## src/inc/ctwp_regs.svh

```systemverilog
// register map, field positions and timing counts of the cascaded timer block
`ifndef CTWP_REGS_SVH
`define CTWP_REGS_SVH

// =====================================================
// register offsets (byte addresses)
`define CTWP_IO_CONTROL_REGISTER_OFS 8'h00
`define CTWP_POWER_CONTROL_REGISTER_OFS 8'h04
`define CTWP_TIMER_MODE_REGISTER_OFS 8'h08
`define CTWP_TCON_OFS 8'h0C
`define CTWP_TLOW_OFS 8'h10
`define CTWP_THIGH_OFS 8'h14
`define CTWP_SER_OFS 8'h18
`define CTWP_STAT_OFS 8'h1C

// =====================================================
// io control register fields
`define CTWP_IO_WDOG 7
`define CTWP_IO_CASC 6
`define CTWP_IO_SERIAL_ERROR_FLAG 5
// power control register fields
`define CTWP_PC_HPD 6
`define CTWP_PC_RPD 5
`define CTWP_PC_RSVD 4
`define CTWP_PC_PD 1
`define CTWP_PC_IDL 0
// timer mode register fields
`define CTWP_TM_CT0 2
`define CTWP_TM_CT1 6
// timer control register fields
`define CTWP_TC_TF1 7
`define CTWP_TC_TR1 6
`define CTWP_TC_TF0 5
`define CTWP_TC_TR0 4

// =====================================================
// reset values
`define CTWP_REG8_RST 8'h00

// =====================================================
// machine cycle timing, oscillator clocks per cycle
`define CTWP_MC_CLOCKS 4'hC
`define CTWP_PH_S3P1 4'h4
`define CTWP_PH_S5P1 4'h8
`define CTWP_PH_S5P2 4'h9
`define CTWP_PH_LAST 4'hB
`define CTWP_WD_CYCLES 3'h5

`endif

```

## src/inc/ctwp_pkg.sv

```systemverilog
// types shared by the cascaded timer block and its bench
package ctwp_pkg;

    // external pins, all taken as synchronous
    typedef struct packed {
        logic count_input_zero;
        logic count_input_one;
        logic ext_int0_n;
        logic ext_int1_n;
    } ctwp_pins_t;

    // receiver events at mid stop bit
    typedef struct packed {
        logic stop_sample;
        logic stop_level;
    } ctwp_rx_t;

    // power state, one-hot
    typedef enum logic [2:0] {
        PWR_RUN = 3'h1,
        PWR_IDLE = 3'h2,
        PWR_DOWN = 3'h4
    } ctwp_pwr_t;

endpackage

```

## src/hw/ctwp_top.sv

```systemverilog
// cascaded timer, watchdog, power-down control and receive error flags
// =====================================================
//
// Chosen here: the address map and the APB interface to the registers.
`timescale 1ns/1ps
`include "ctwp_regs.svh"

module ctwp_top
    import ctwp_pkg::*;
#(
    parameter int TW = 16
)
(
    // clock and reset
    input wire logic clock,
    input wire logic rst_n,
    // apb slave
    input wire logic psel,
    input wire logic penable,
    input wire logic pwrite,
    input wire logic [7:0] paddr,
    input wire logic [31:0] pwdata,
    output logic [31:0] prdata,
    output logic pready,
    output logic pslverr,
    // external pins and receiver events
    input wire ctwp_pins_t pins,
    input wire ctwp_rx_t rx,
    input wire logic core_irq,
    // towards the core
    output logic core_reset,
    output logic cpu_halt,
    output logic osc_stop,
    output logic wake_resume_next,
    output logic wake_service,
    output logic low_timer_overflow_flag,
    output logic high_timer_overflow_flag
);

    // =====================================================
    // state
    logic [7:0] io_control_register;
    logic [7:0] io_next;
    logic [7:0] power_control_register;
    logic [7:0] pc_next;
    logic [7:0] timer_mode_register;
    logic [7:0] tm_next;
    logic [7:0] tcon_reg;
    logic [7:0] tcon_next;
    logic [TW-1:0] tlow_reg;
    logic [TW-1:0] tlow_next;
    logic [TW-1:0] thigh_reg;
    logic [TW-1:0] thigh_next;
    logic receive_done_flag;
    logic rxf_next;
    logic [3:0] phase_reg;
    logic samp0_reg;
    logic samp1_reg;
    logic c1_prev_reg;
    logic pend0_reg;
    logic pend1_reg;
    logic wd_arm_reg;
    logic [2:0] wd_cnt_reg;
    logic [2:0] wd_cnt_next;
    logic hw_pd_reg;
    logic rise_seen_reg;
    logic wake_res_reg;
    logic wake_srv_reg;
    logic [31:0] prdata_reg;
    logic err_reg;
    ctwp_pwr_t pwr_reg;
    ctwp_pwr_t pwr_next;
    logic hw_pd_next;
    logic exit_now;

    // =====================================================
    // apb decode
    wire setup = psel & ~penable;
    wire wr_en = psel & penable & pwrite & ~core_reset;
    wire a_io = paddr == `CTWP_IO_CONTROL_REGISTER_OFS;
    wire a_pc = paddr == `CTWP_POWER_CONTROL_REGISTER_OFS;
    wire a_tm = paddr == `CTWP_TIMER_MODE_REGISTER_OFS;
    wire a_tc = paddr == `CTWP_TCON_OFS;
    wire a_tl = paddr == `CTWP_TLOW_OFS;
    wire a_th = paddr == `CTWP_THIGH_OFS;
    wire a_se = paddr == `CTWP_SER_OFS;
    wire a_st = paddr == `CTWP_STAT_OFS;
    wire mapped = a_io | a_pc | a_tm | a_tc | a_tl | a_th | a_se | a_st;
    wire [7:0] wb = pwdata[7:0];
    wire [7:0] pc_rd = power_control_register & ~(8'h01 << `CTWP_PC_RSVD);
    wire [7:0] stat_rd = {3'h0, hw_pd_reg, core_reset, pwr_reg};
    wire [31:0] rd_val =
        a_io ? {24'h000000, io_control_register} :
        a_pc ? {24'h000000, pc_rd} :
        a_tm ? {24'h000000, timer_mode_register} :
        a_tc ? {24'h000000, tcon_reg} :
        a_tl ? {{(32-TW){1'b0}}, tlow_reg} :
        a_th ? {{(32-TW){1'b0}}, thigh_reg} :
        a_se ? {31'h00000000, receive_done_flag} :
        a_st ? {24'h000000, stat_rd} : 32'h00000000;

    // answer in the first access cycle; read data was caught at setup
    assign pready = penable;
    assign pslverr = penable & err_reg;
    assign prdata = prdata_reg;

    // =====================================================
    // machine cycle phases
    wire s3p1 = phase_reg == `CTWP_PH_S3P1;
    wire s5p1 = phase_reg == `CTWP_PH_S5P1;
    wire s5p2 = phase_reg == `CTWP_PH_S5P2;
    wire mc_end = phase_reg == `CTWP_PH_LAST;

    // =====================================================
    // count sources
    wire casc = io_control_register[`CTWP_IO_CASC];
    wire wdog = io_control_register[`CTWP_IO_WDOG];
    wire ct0 = timer_mode_register[`CTWP_TM_CT0];
    wire ct1 = timer_mode_register[`CTWP_TM_CT1];
    wire run0 = tcon_reg[`CTWP_TC_TR0];
    wire run1 = tcon_reg[`CTWP_TC_TR1];
    wire pd_on = pwr_reg == PWR_DOWN;
    // internal timing stops with the oscillator in power-down
    wire int_tick = s3p1 & ~pd_on;
    wire ext0 = s5p2 & samp0_reg & ~pins.count_input_zero;
    wire ext1 = s5p2 & samp1_reg & ~pins.count_input_one;
    wire src0 = ct0 ? ext0 : int_tick;
    wire src1 = ct1 ? ext1 : int_tick;
    wire inc_low = casc ? src0 : run0 & src0;
    wire ovf_low = inc_low & (&tlow_reg);
    // otherwise timer 1 follows its own setting
    wire inc_high = casc ? ovf_low : run1 & src1;
    wire ovf_high = inc_high & (&thigh_reg);
    wire tf0_set = s5p1 & pend0_reg;
    wire tf1_set = s5p1 & pend1_reg;
    // with the watchdog bit set, any overflow that sets the high flag
    wire wd_trig = tf1_set & wdog;
    wire wd_start = mc_end & wd_arm_reg;

    // =====================================================
    // power-down wake sources
    wire hw_fall = c1_prev_reg & ~pins.count_input_one;
    wire hw_rise = ~c1_prev_reg & pins.count_input_one;
    wire ext_ct1 = casc ? ct0 : ct1;
    // external interrupts or externally clocked overflow
    wire pwr_irq = ~pins.ext_int0_n | ~pins.ext_int1_n |
        (tcon_reg[`CTWP_TC_TF0] & ct0) |
        (tcon_reg[`CTWP_TC_TF1] & ext_ct1);
    wire idle_irq = core_irq | pwr_irq;
    wire hardware_power_select = power_control_register[`CTWP_PC_HPD];
    wire recover_power_select = power_control_register[`CTWP_PC_RPD];
    wire sw_pd = power_control_register[`CTWP_PC_PD];
    wire rise_got = rise_seen_reg | hw_rise;

    // =====================================================
    // power state machine
    always_comb
    begin
        pwr_next = pwr_reg;
        hw_pd_next = hw_pd_reg;
        exit_now = 1'b0;
        case (pwr_reg)
            PWR_RUN:
            begin
                if (sw_pd)
                    pwr_next = PWR_DOWN;
                else if (hardware_power_select & hw_fall)
                begin
                    pwr_next = PWR_DOWN;
                    hw_pd_next = 1'b1;
                end
                else if (power_control_register[`CTWP_PC_IDL])
                    pwr_next = PWR_IDLE;
            end
            PWR_IDLE:
            begin
                exit_now = idle_irq;
            end
            PWR_DOWN:
            begin
                if (sw_pd & (hw_pd_reg | hardware_power_select))
                    exit_now = rise_got & pwr_irq;
                else if (hw_pd_reg)
                    exit_now = rise_got;
                else
                    exit_now = pwr_irq;
            end
            default:
            begin
                pwr_next = PWR_RUN;
            end
        endcase
        if (exit_now)
        begin
            pwr_next = PWR_RUN;
            hw_pd_next = 1'b0;
        end
    end

    // =====================================================
    // register next values
    always_comb
    begin
        io_next = io_control_register;
        pc_next = power_control_register;
        tm_next = timer_mode_register;
        tcon_next = tcon_reg;
        tlow_next = inc_low ? tlow_reg + 1'b1 : tlow_reg;
        thigh_next = inc_high ? thigh_reg + 1'b1 : thigh_reg;
        rxf_next = receive_done_flag;
        if (wr_en & a_io)
            io_next = wb;
        if (wr_en & a_pc)
            pc_next = wb & ~(8'h01 << `CTWP_PC_RSVD);
        if (wr_en & a_tm)
            tm_next = wb;
        if (wr_en & a_tc)
            tcon_next = wb;
        if (wr_en & a_tl)
            tlow_next = pwdata[TW-1:0];
        if (wr_en & a_th)
            thigh_next = pwdata[TW-1:0];
        if (wr_en & a_se & ~pwdata[0])
            rxf_next = 1'b0;
        // flags set, winning over software clear
        if (tf0_set)
            tcon_next[`CTWP_TC_TF0] = 1'b1;
        if (tf1_set)
            tcon_next[`CTWP_TC_TF1] = 1'b1;
        if (rx.stop_sample)
            rxf_next = 1'b1;
        if (rx.stop_sample & (~rx.stop_level | receive_done_flag))
            io_next[`CTWP_IO_SERIAL_ERROR_FLAG] = 1'b1;
        // leaving a low power mode clears its bits
        if (exit_now)
        begin
            pc_next[`CTWP_PC_PD] = 1'b0;
            pc_next[`CTWP_PC_IDL] = 1'b0;
        end
        if (wd_start)
        begin
            io_next = `CTWP_REG8_RST;
            pc_next = `CTWP_REG8_RST;
            tm_next = `CTWP_REG8_RST;
            tcon_next = `CTWP_REG8_RST;
            tlow_next = '0;
            thigh_next = '0;
            rxf_next = 1'b0;
        end
    end

    // five machine cycles, counted at cycle ends
    always_comb
    begin
        wd_cnt_next = wd_cnt_reg;
        if (wd_start)
            wd_cnt_next = `CTWP_WD_CYCLES;
        else if (mc_end & (wd_cnt_reg != 3'h0))
            wd_cnt_next = wd_cnt_reg - 3'h1;
    end

    // =====================================================
    // registers
    always_ff @(posedge clock)
    begin
        if (!rst_n)
        begin
            io_control_register <= `CTWP_REG8_RST;
            power_control_register <= `CTWP_REG8_RST;
            timer_mode_register <= `CTWP_REG8_RST;
            tcon_reg <= `CTWP_REG8_RST;
            tlow_reg <= '0;
            thigh_reg <= '0;
            receive_done_flag <= 1'b0;
        end
        else
        begin
            io_control_register <= io_next;
            power_control_register <= pc_next;
            timer_mode_register <= tm_next;
            tcon_reg <= tcon_next;
            tlow_reg <= tlow_next;
            thigh_reg <= thigh_next;
            receive_done_flag <= rxf_next;
        end
    end

    // machine cycle phase and pin samples
    always_ff @(posedge clock)
    begin
        if (!rst_n)
        begin
            phase_reg <= 4'h0;
            samp0_reg <= 1'b0;
            samp1_reg <= 1'b0;
            c1_prev_reg <= 1'b1;
        end
        else
        begin
            phase_reg <= mc_end ? 4'h0 : phase_reg + 4'h1;
            if (s5p2)
            begin
                samp0_reg <= pins.count_input_zero;
                samp1_reg <= pins.count_input_one;
            end
            c1_prev_reg <= pins.count_input_one;
        end
    end

    // overflow carried from the count phase to S5P1
    always_ff @(posedge clock)
    begin
        if (!rst_n)
        begin
            pend0_reg <= 1'b0;
            pend1_reg <= 1'b0;
        end
        else
        begin
            pend0_reg <= (ovf_low & ~casc) | (pend0_reg & ~s5p1);
            pend1_reg <= ovf_high | (pend1_reg & ~s5p1);
        end
    end

    // watchdog reset sequencing
    always_ff @(posedge clock)
    begin
        if (!rst_n)
        begin
            wd_arm_reg <= 1'b0;
            wd_cnt_reg <= 3'h0;
            core_reset <= 1'b0;
        end
        else
        begin
            // reset starts with the next machine cycle
            wd_arm_reg <= wd_trig | (wd_arm_reg & ~mc_end);
            wd_cnt_reg <= wd_cnt_next;
            core_reset <= wd_cnt_next != 3'h0;
        end
    end

    // power state and wake pulses
    always_ff @(posedge clock)
    begin
        if (!rst_n)
        begin
            pwr_reg <= PWR_RUN;
            hw_pd_reg <= 1'b0;
            rise_seen_reg <= 1'b0;
            wake_res_reg <= 1'b0;
            wake_srv_reg <= 1'b0;
        end
        else if (wd_start)
        begin
            pwr_reg <= PWR_RUN;
            hw_pd_reg <= 1'b0;
            rise_seen_reg <= 1'b0;
            wake_res_reg <= 1'b0;
            wake_srv_reg <= 1'b0;
        end
        else
        begin
            pwr_reg <= pwr_next;
            hw_pd_reg <= hw_pd_next;
            rise_seen_reg <= pd_on & ~exit_now & rise_got;
            // resume after entry or run the handler
            // a pure pin exit carries no interrupt, so it just resumes
            wake_res_reg <= exit_now & (recover_power_select | (pd_on & ~sw_pd));
            wake_srv_reg <= exit_now & ~recover_power_select & ~(pd_on & ~sw_pd);
        end
    end

    // apb read capture at setup
    always_ff @(posedge clock)
    begin
        if (!rst_n)
        begin
            prdata_reg <= 32'h00000000;
            err_reg <= 1'b0;
        end
        else if (setup)
        begin
            prdata_reg <= (pwrite | ~mapped) ? 32'h00000000 : rd_val;
            err_reg <= ~mapped;
        end
    end

    // =====================================================
    // outputs
    assign cpu_halt = pwr_reg != PWR_RUN;
    assign osc_stop = pd_on;
    assign wake_resume_next = wake_res_reg;
    assign wake_service = wake_srv_reg;
    assign low_timer_overflow_flag = tcon_reg[`CTWP_TC_TF0];
    assign high_timer_overflow_flag = tcon_reg[`CTWP_TC_TF1];

endmodule

```

## config.mk

```make
export PLATFORM = sky130hd
export DESIGN_NAME = ctwp_top
export DESIGN_NICKNAME = d
export VERILOG_FILES = /design/src/inc/ctwp_pkg.sv /design/src/hw/ctwp_top.sv
export VERILOG_INCLUDE_DIRS = /design/src /design/src/inc
export SDC_FILE = /design/constraint.sdc
export NUM_CORES = 1
export LEC_CHECK = 0
export BUFFER_PORTS_ARGS = -buffer_cell sky130_fd_sc_hd__buf_2
export CAP_MARGIN = 5
export CELL_PAD_IN_SITES_DETAIL_PLACEMENT = 0
export CELL_PAD_IN_SITES_GLOBAL_PLACEMENT = 2
export CORE_MARGIN = 2
export CORE_UTILIZATION = 35
export DETAILED_ROUTE_END_ITERATION = 10
export PLACE_DENSITY = 0.88
export SETUP_SLACK_MARGIN = 0.4
export SLEW_MARGIN = 40
export SYNTH_ARGS = -nofsm -noshare
export SYNTH_HDL_FRONTEND = slang
export SYNTH_SLANG_ARGS = --single-unit
```

## constraint.sdc

```tcl
create_clock -name clock -period 3.6 [get_ports clock]
set_input_delay 0.18 -clock clock [delete_from_list [all_inputs] [get_ports clock]]
set_output_delay 0.18 -clock clock [all_outputs]
set_load 0.02 [all_outputs]
```

Word level (Yosys, flattened, before mapping)
Index checks and enable logic that the tools add are counted.

Bits in registers: 118. Bits in latches: 0. Bits in writable memories: 0. Memory bits (read-only): 0. Bits of input ports: 52. Word-level logic and storage cells: 182. Memories: 0.

Add/sub/neg operators: 4. Multiply operators: 0. Divide/modulo/power cells: 0. Magnitude comparators: 0. Equality and inequality tests: 16. Shifts and indexed selects: 0. Multiplexer cells: 34. Bitwise gates (word level): 84. Reduce and logical (&&, ||, !) cells: 17.

Operators with widths (number): $mux W16 (11); $and A1 B1 Y1 (45); $add A16 B1 Y16 const B (2); $eq A8 B5 Y1 const B (4); $reduce_and A16 Y1 (2); $not A1 Y1 (20); $or A1 B1 Y1 (19); $eq A8 B4 Y1 const B (2); $mux W3 (5); $eq A4 B4 Y1 const B (3); $mux W1 (12); $reduce_bool A2 Y1 (6); $mux W5 (2); $eq A8 B3 Y1 const B (1); $logic_not A8 Y1 (1); $mux W8 (1); $mux W6 (1); $pmux W3 S2 (1); $reduce_bool A3 Y1 (2); $reduce_or A2 Y1 (3); $add A4 B1 Y4 const B (1); $eq A4 B3 Y1 const B (1); $ne A4 B4 Y1 const B (1); $eq A3 B1 Y1 const B (1); other kinds (8) (8).

Longest topological paths before layout
Word-level depth: 11. Gate-level depth with buffers: 10.

Least setup slack after synthesis
Ideal clock, no wire load.

Path kind: reg2reg. From: register phase_reg[1]. To: register thigh_reg[12]. Setup time: 0.070 ns. Data arrival time: 2.167 ns. Required time: 3.530 ns. Slack: 1.363 ns. Stages on the path, launching flop included: 11. Buffers on the path: 2. Path through: dfxtp_1 > inv_1 > ha_1 > nand3b_1 > or3_1 > buf_2 > a2111oi_4 > buf_6 > o2111ai_1 > xor2_1 > a21oi_1.

Longest elaborated chain between the ends: 9. Elaborated cells between the ends (all ways): 18.

Ends and longest elaborated chain: start, declared (line ctwp_top.sv:56) `logic [3:0] phase_reg;`; start signal, assigned (line ctwp_top.sv:300) `phase_reg <= mc_end ? 4'h0 : phase_reg + 4'h1;`; $eq A4 B4 Y1 (no line); $and A1 B1 Y1 (2 in series) (line ctwp_top.sv:125) `wire ext0 = s5p2 & samp0_reg & ~pins.count_input_zero;`; $mux W1 (line ctwp_top.sv:127) `wire src0 = ct0 ? ext0 : int_tick;`; $and A1 B1 Y1 (line ctwp_top.sv:129) `wire inc_low = casc ? src0 : run0 & src0;`; $mux W1 (line ctwp_top.sv:129); $and A1 B1 Y1 (line ctwp_top.sv:130) `wire ovf_low = inc_low & (&tlow_reg);`; $mux W1 (line ctwp_top.sv:132) `wire inc_high = casc ? ovf_low : run1 & src1;`; $reduce_bool A2 Y1 (no line); end signal, assigned (line ctwp_top.sv:283) `thigh_reg <= thigh_next;`; end, declared (line ctwp_top.sv:52) `logic [TW-1:0] thigh_reg;`.

Several ways; a longest one is shown, not always the timed one. A chain may end at the register's enable or synchronous reset.

Final worst setup path
From: register phase_reg[0]. To: register pend1_reg.

Longest elaborated chain between the ends: 10. Elaborated cells between the ends (all ways): 19.

Ends and longest elaborated chain: $eq A4 B4 Y1 (no line); $and A1 B1 Y1 (2 in series) (line ctwp_top.sv:125); $mux W1 (line ctwp_top.sv:127); $and A1 B1 Y1 (line ctwp_top.sv:129); $mux W1 (line ctwp_top.sv:129); $and A1 B1 Y1 (line ctwp_top.sv:130); $mux W1 (line ctwp_top.sv:132); $and A1 B1 Y1 (line ctwp_top.sv:133) `wire ovf_high = inc_high & (&thigh_reg);`; $or A1 B1 Y1 * (line ctwp_top.sv:321) `pend1_reg <= ovf_high | (pend1_reg & ~s5p1);`; end signal, assigned (line ctwp_top.sv:321); end, declared (line ctwp_top.sv:61) `logic pend1_reg;`.

Mark *: on every way between the ends. The rest lies on a longest branch, timed or not.

==> flow_summary.ini <==
[run_status]
outcome = finished, final reports clean

[die]
floorplan.initialDensity_pct = 35.6
die_height_um = 128
design.die.area_um2 = 16400
placeableCoreArea_um2 = 15100
core.rowCount = 45
num_io_pins = 93
floorplan.die.width_um = 128

[sta]
rsz_0062_raised_after_global_routing = no
worst-slew-pin-transition_ns = 0.694
timing.final.max_slew_violations = 0
timing_hold_violations_final = 0
timing.slew.headroom_pct = 52.5
layout_setup_ws_ns = 0.936
setup_tns_ns = 0
final_period_minus_worst_setup_slack_ns = 2.66
clock_skews_ns = 0.00945
setup_viols_final = 0
timing.final.crit_share_pct = 74.0
achievable-frequency_mhz = 375

[route]
antenna_left = 0
drcViolationCount = 0
number_of_drc_markers_in_iteration_0 = 336
via_count = 4771
drt-wirelength-per-cell_um = 17.5
drt_pre_antenna_iters = 5
routed_wirelength_um = 15300
detail_route.vias_per_cell = 5.46

[place]
dp_hpwl_um = 10900
port_buffers = 60
postPlaceCellArea_um2 = 5770
place_worst_setup_slack_ns = 0.936
placer_s_final_routability_congestion_estimate = 0.796

[synth]
yosys.area_share.simple_pct = 20.9
synth_edf_count = 0
syn_inst = 641
postSynthAreaPerCell_um2 = 8.42
synth-xor-area-share_pct = 4.54
synth_top_cell_by_area = sky130_fd_sc_hd__dfxtp_1
post-synth-top-count-cell = sky130_fd_sc_hd__dfxtp_1
synth_commonest_cells = 102 x sky130_fd_sc_hd__dfxtp_1, 60 x sky130_fd_sc_hd__nand2_1, 55 x sky130_fd_sc_hd__mux2i_1, 55 x sky130_fd_sc_hd__nor2_1, 43 x sky130_fd_sc_hd__o21ai_0
ys_warn_count = 0
synth_top_family_by_area = simple AND/OR/NAND/NOR gates
synth-main-ff-cell = sky130_fd_sc_hd__dfxtp_1
adder_and_majority_gate_portion_of_the_synthesized_area_pct = 1.62
synth.lib_cells_used.distinct = 60
flops_latches_synth = 102
synth.mux.area_fraction_pct = 10.6
synth_top_cell_area_share_pct = 37.8
synth_compound_gate_area_share_pct = 17.9
synth_top_cells_by_area = sky130_fd_sc_hd__dfxtp_1 38%, sky130_fd_sc_hd__mux2i_1 10%, sky130_fd_sc_hd__nand2_1 4.2%
synth_area_um2 = 5400
synth.yosys.seq_area_share_pct = 37.8
postSynth.asyncResetShare_pct = 0

[global_route]
first_global_vias = 4551
grt_first_pass_wirelength_um = 24200
grt_max_degree = 44
gr-total-overflow = 0
grt_util_all_layers_pct = 19.1
antenna_violations_before_repair = 0

[power_and_ir_drop]
power-per-cell-area_nw_per_um2 = 408
total_leakage_power_nw = 2.49
power_mw = 2.51
power.ir.vdd_worst_mv = 0.268

[clocking]
postCtsSetupRepairBufs = 0
cts.root.buffer_cell = sky130_fd_sc_hd__clkbuf_16
h_tree_depth = 3
clk_pin_slew_ns = 0.07
cts-buffers-inserted = 9
cts_tree = built
clkSinkCount = 102
cts-root-to-sink-buffers = 2
post_cts_hold_buffer_count = 0
post_cts_resized = 0
insertion_delay_ns = 0.36

[final_layout]
fin_nets = 740
drive_above_1_share_pct = 14.4
final_core_utilization_pct = 40.6
fillerInstances = 1540
insertedDiodeCount = 0
finish.instance_area_um2 = 6140
area.growth.synth_to_final_pct = 13.9

[critical_path]
path_max_fanout = 12
worstSetupPathType = register to register
timing.critical_path.arrival_ns = 2.96
critical_path_required_ns = 3.90
endpoint_kind = register
worst_setup_path_start_kind = register

[worst_hold_path]
hold_path_class = input pin to register

[job]
maxCapViolations = 0
## report_power, final
group / leakage (nW) / internal (mW) / switching (mW)
clock network: 0.179 / 0.768 / 0.446
registers: 0.823 / 1.13 / 0.00652
logic: 1.49 / 0.0463 / 0.105
total: 2.49 / 1.95 / 0.558
## stage by stage
step	cells	hold slack [ns]
after floorplan	656	0.281
after global placement	858	0.401
after detailed placement	858	0.409
after CTS	874	0.0321
after global routing	874	0.0752
final	874	0.0424
## cell families (layout without fill, tap and decap cells)
kind of cell / after synthesis / count (layout)
xor gates and xnor gates: 28 / 28
and+or+nand+nor: 222 / 222
AOI/OAI and AO/OA: 152 / 152
muxes: 57 / 57
DFF: 102 / 102
adders and majority gates: 7 / 7
buffers and inverters: 72 / 102
other: 1 / 16
## layout make-up
class,instances,area [µm²],share of cell area [%]
clock buffer,10,239,3.89
clock inverter,6,133,2.16
inverter,18,67.6,1.10
multi-input combinational,482,3070,49.9
sequential,102,2040,33.2
tap,188,235,3.83
timing repair buffer,68,360,5.86
## placed cells by master, fill, tap and decap left out, types with 8 or more instances in the layout
| master | n |
|---|---|
| sky130_fd_sc_hd__dfxtp_1 | 102 |
| sky130_fd_sc_hd__inv_1 | 18 |
| sky130_fd_sc_hd__nand4_1 | 11 |
| sky130_fd_sc_hd__nor2_1 | 55 |
| sky130_fd_sc_hd__and2_1 | 18 |
| sky130_fd_sc_hd__a21boi_0 | 8 |
| sky130_fd_sc_hd__xor2_1 | 18 |
| sky130_fd_sc_hd__o21ai_0 | 43 |
| sky130_fd_sc_hd__nand2_1 | 60 |
| sky130_fd_sc_hd__conb_1 | 16 |
| sky130_fd_sc_hd__a211oi_1 | 9 |
| sky130_fd_sc_hd__and3_1 | 11 |
| sky130_fd_sc_hd__a21oi_1 | 42 |
| sky130_fd_sc_hd__clkbuf_16 | 9 |
| sky130_fd_sc_hd__buf_4 | 8 |
| sky130_fd_sc_hd__nor2b_1 | 10 |
| sky130_fd_sc_hd__mux2i_1 | 55 |
| sky130_fd_sc_hd__xnor2_1 | 10 |
| sky130_fd_sc_hd__buf_2 | 60 |
| sky130_fd_sc_hd__nand3_1 | 20 |
## worst max-delay path: stages, from the launching register on
cell	delay, ns
sky130_fd_sc_hd__dfxtp_1	0.40
sky130_fd_sc_hd__ha_1	0.20
sky130_fd_sc_hd__nand3b_1	0.15
sky130_fd_sc_hd__or3_1	0.53
sky130_fd_sc_hd__a2111oi_4	0.38
sky130_fd_sc_hd__buf_4	0.26
sky130_fd_sc_hd__o211ai_2	0.14
sky130_fd_sc_hd__o31ai_1	0.38
sky130_fd_sc_hd__and2_1	0.17
## layer usage
metal  vias to the layer above  GRT usage (%)  wire length [µm]
met4                         0           5.62               233
met1                      2314           25.2              7120
li1                       2318              -                 -
met2                       121           31.4              7240
met3                        18           4.05               677
met5                         -              0                 0
## worst paths after layout
path	depth (start not counted)	slack (ns)	startpoint	to
max	8	0.94	phase_reg[0]	pend1_reg
min reg2reg	2	0.46	io_control_register[1]	io_control_register[1]
min	3	0.04	rx[1]	receive_done_flag
max reg2reg	8	0.94	phase_reg[0]	pend1_reg
(Power assumes the default switching activity.)
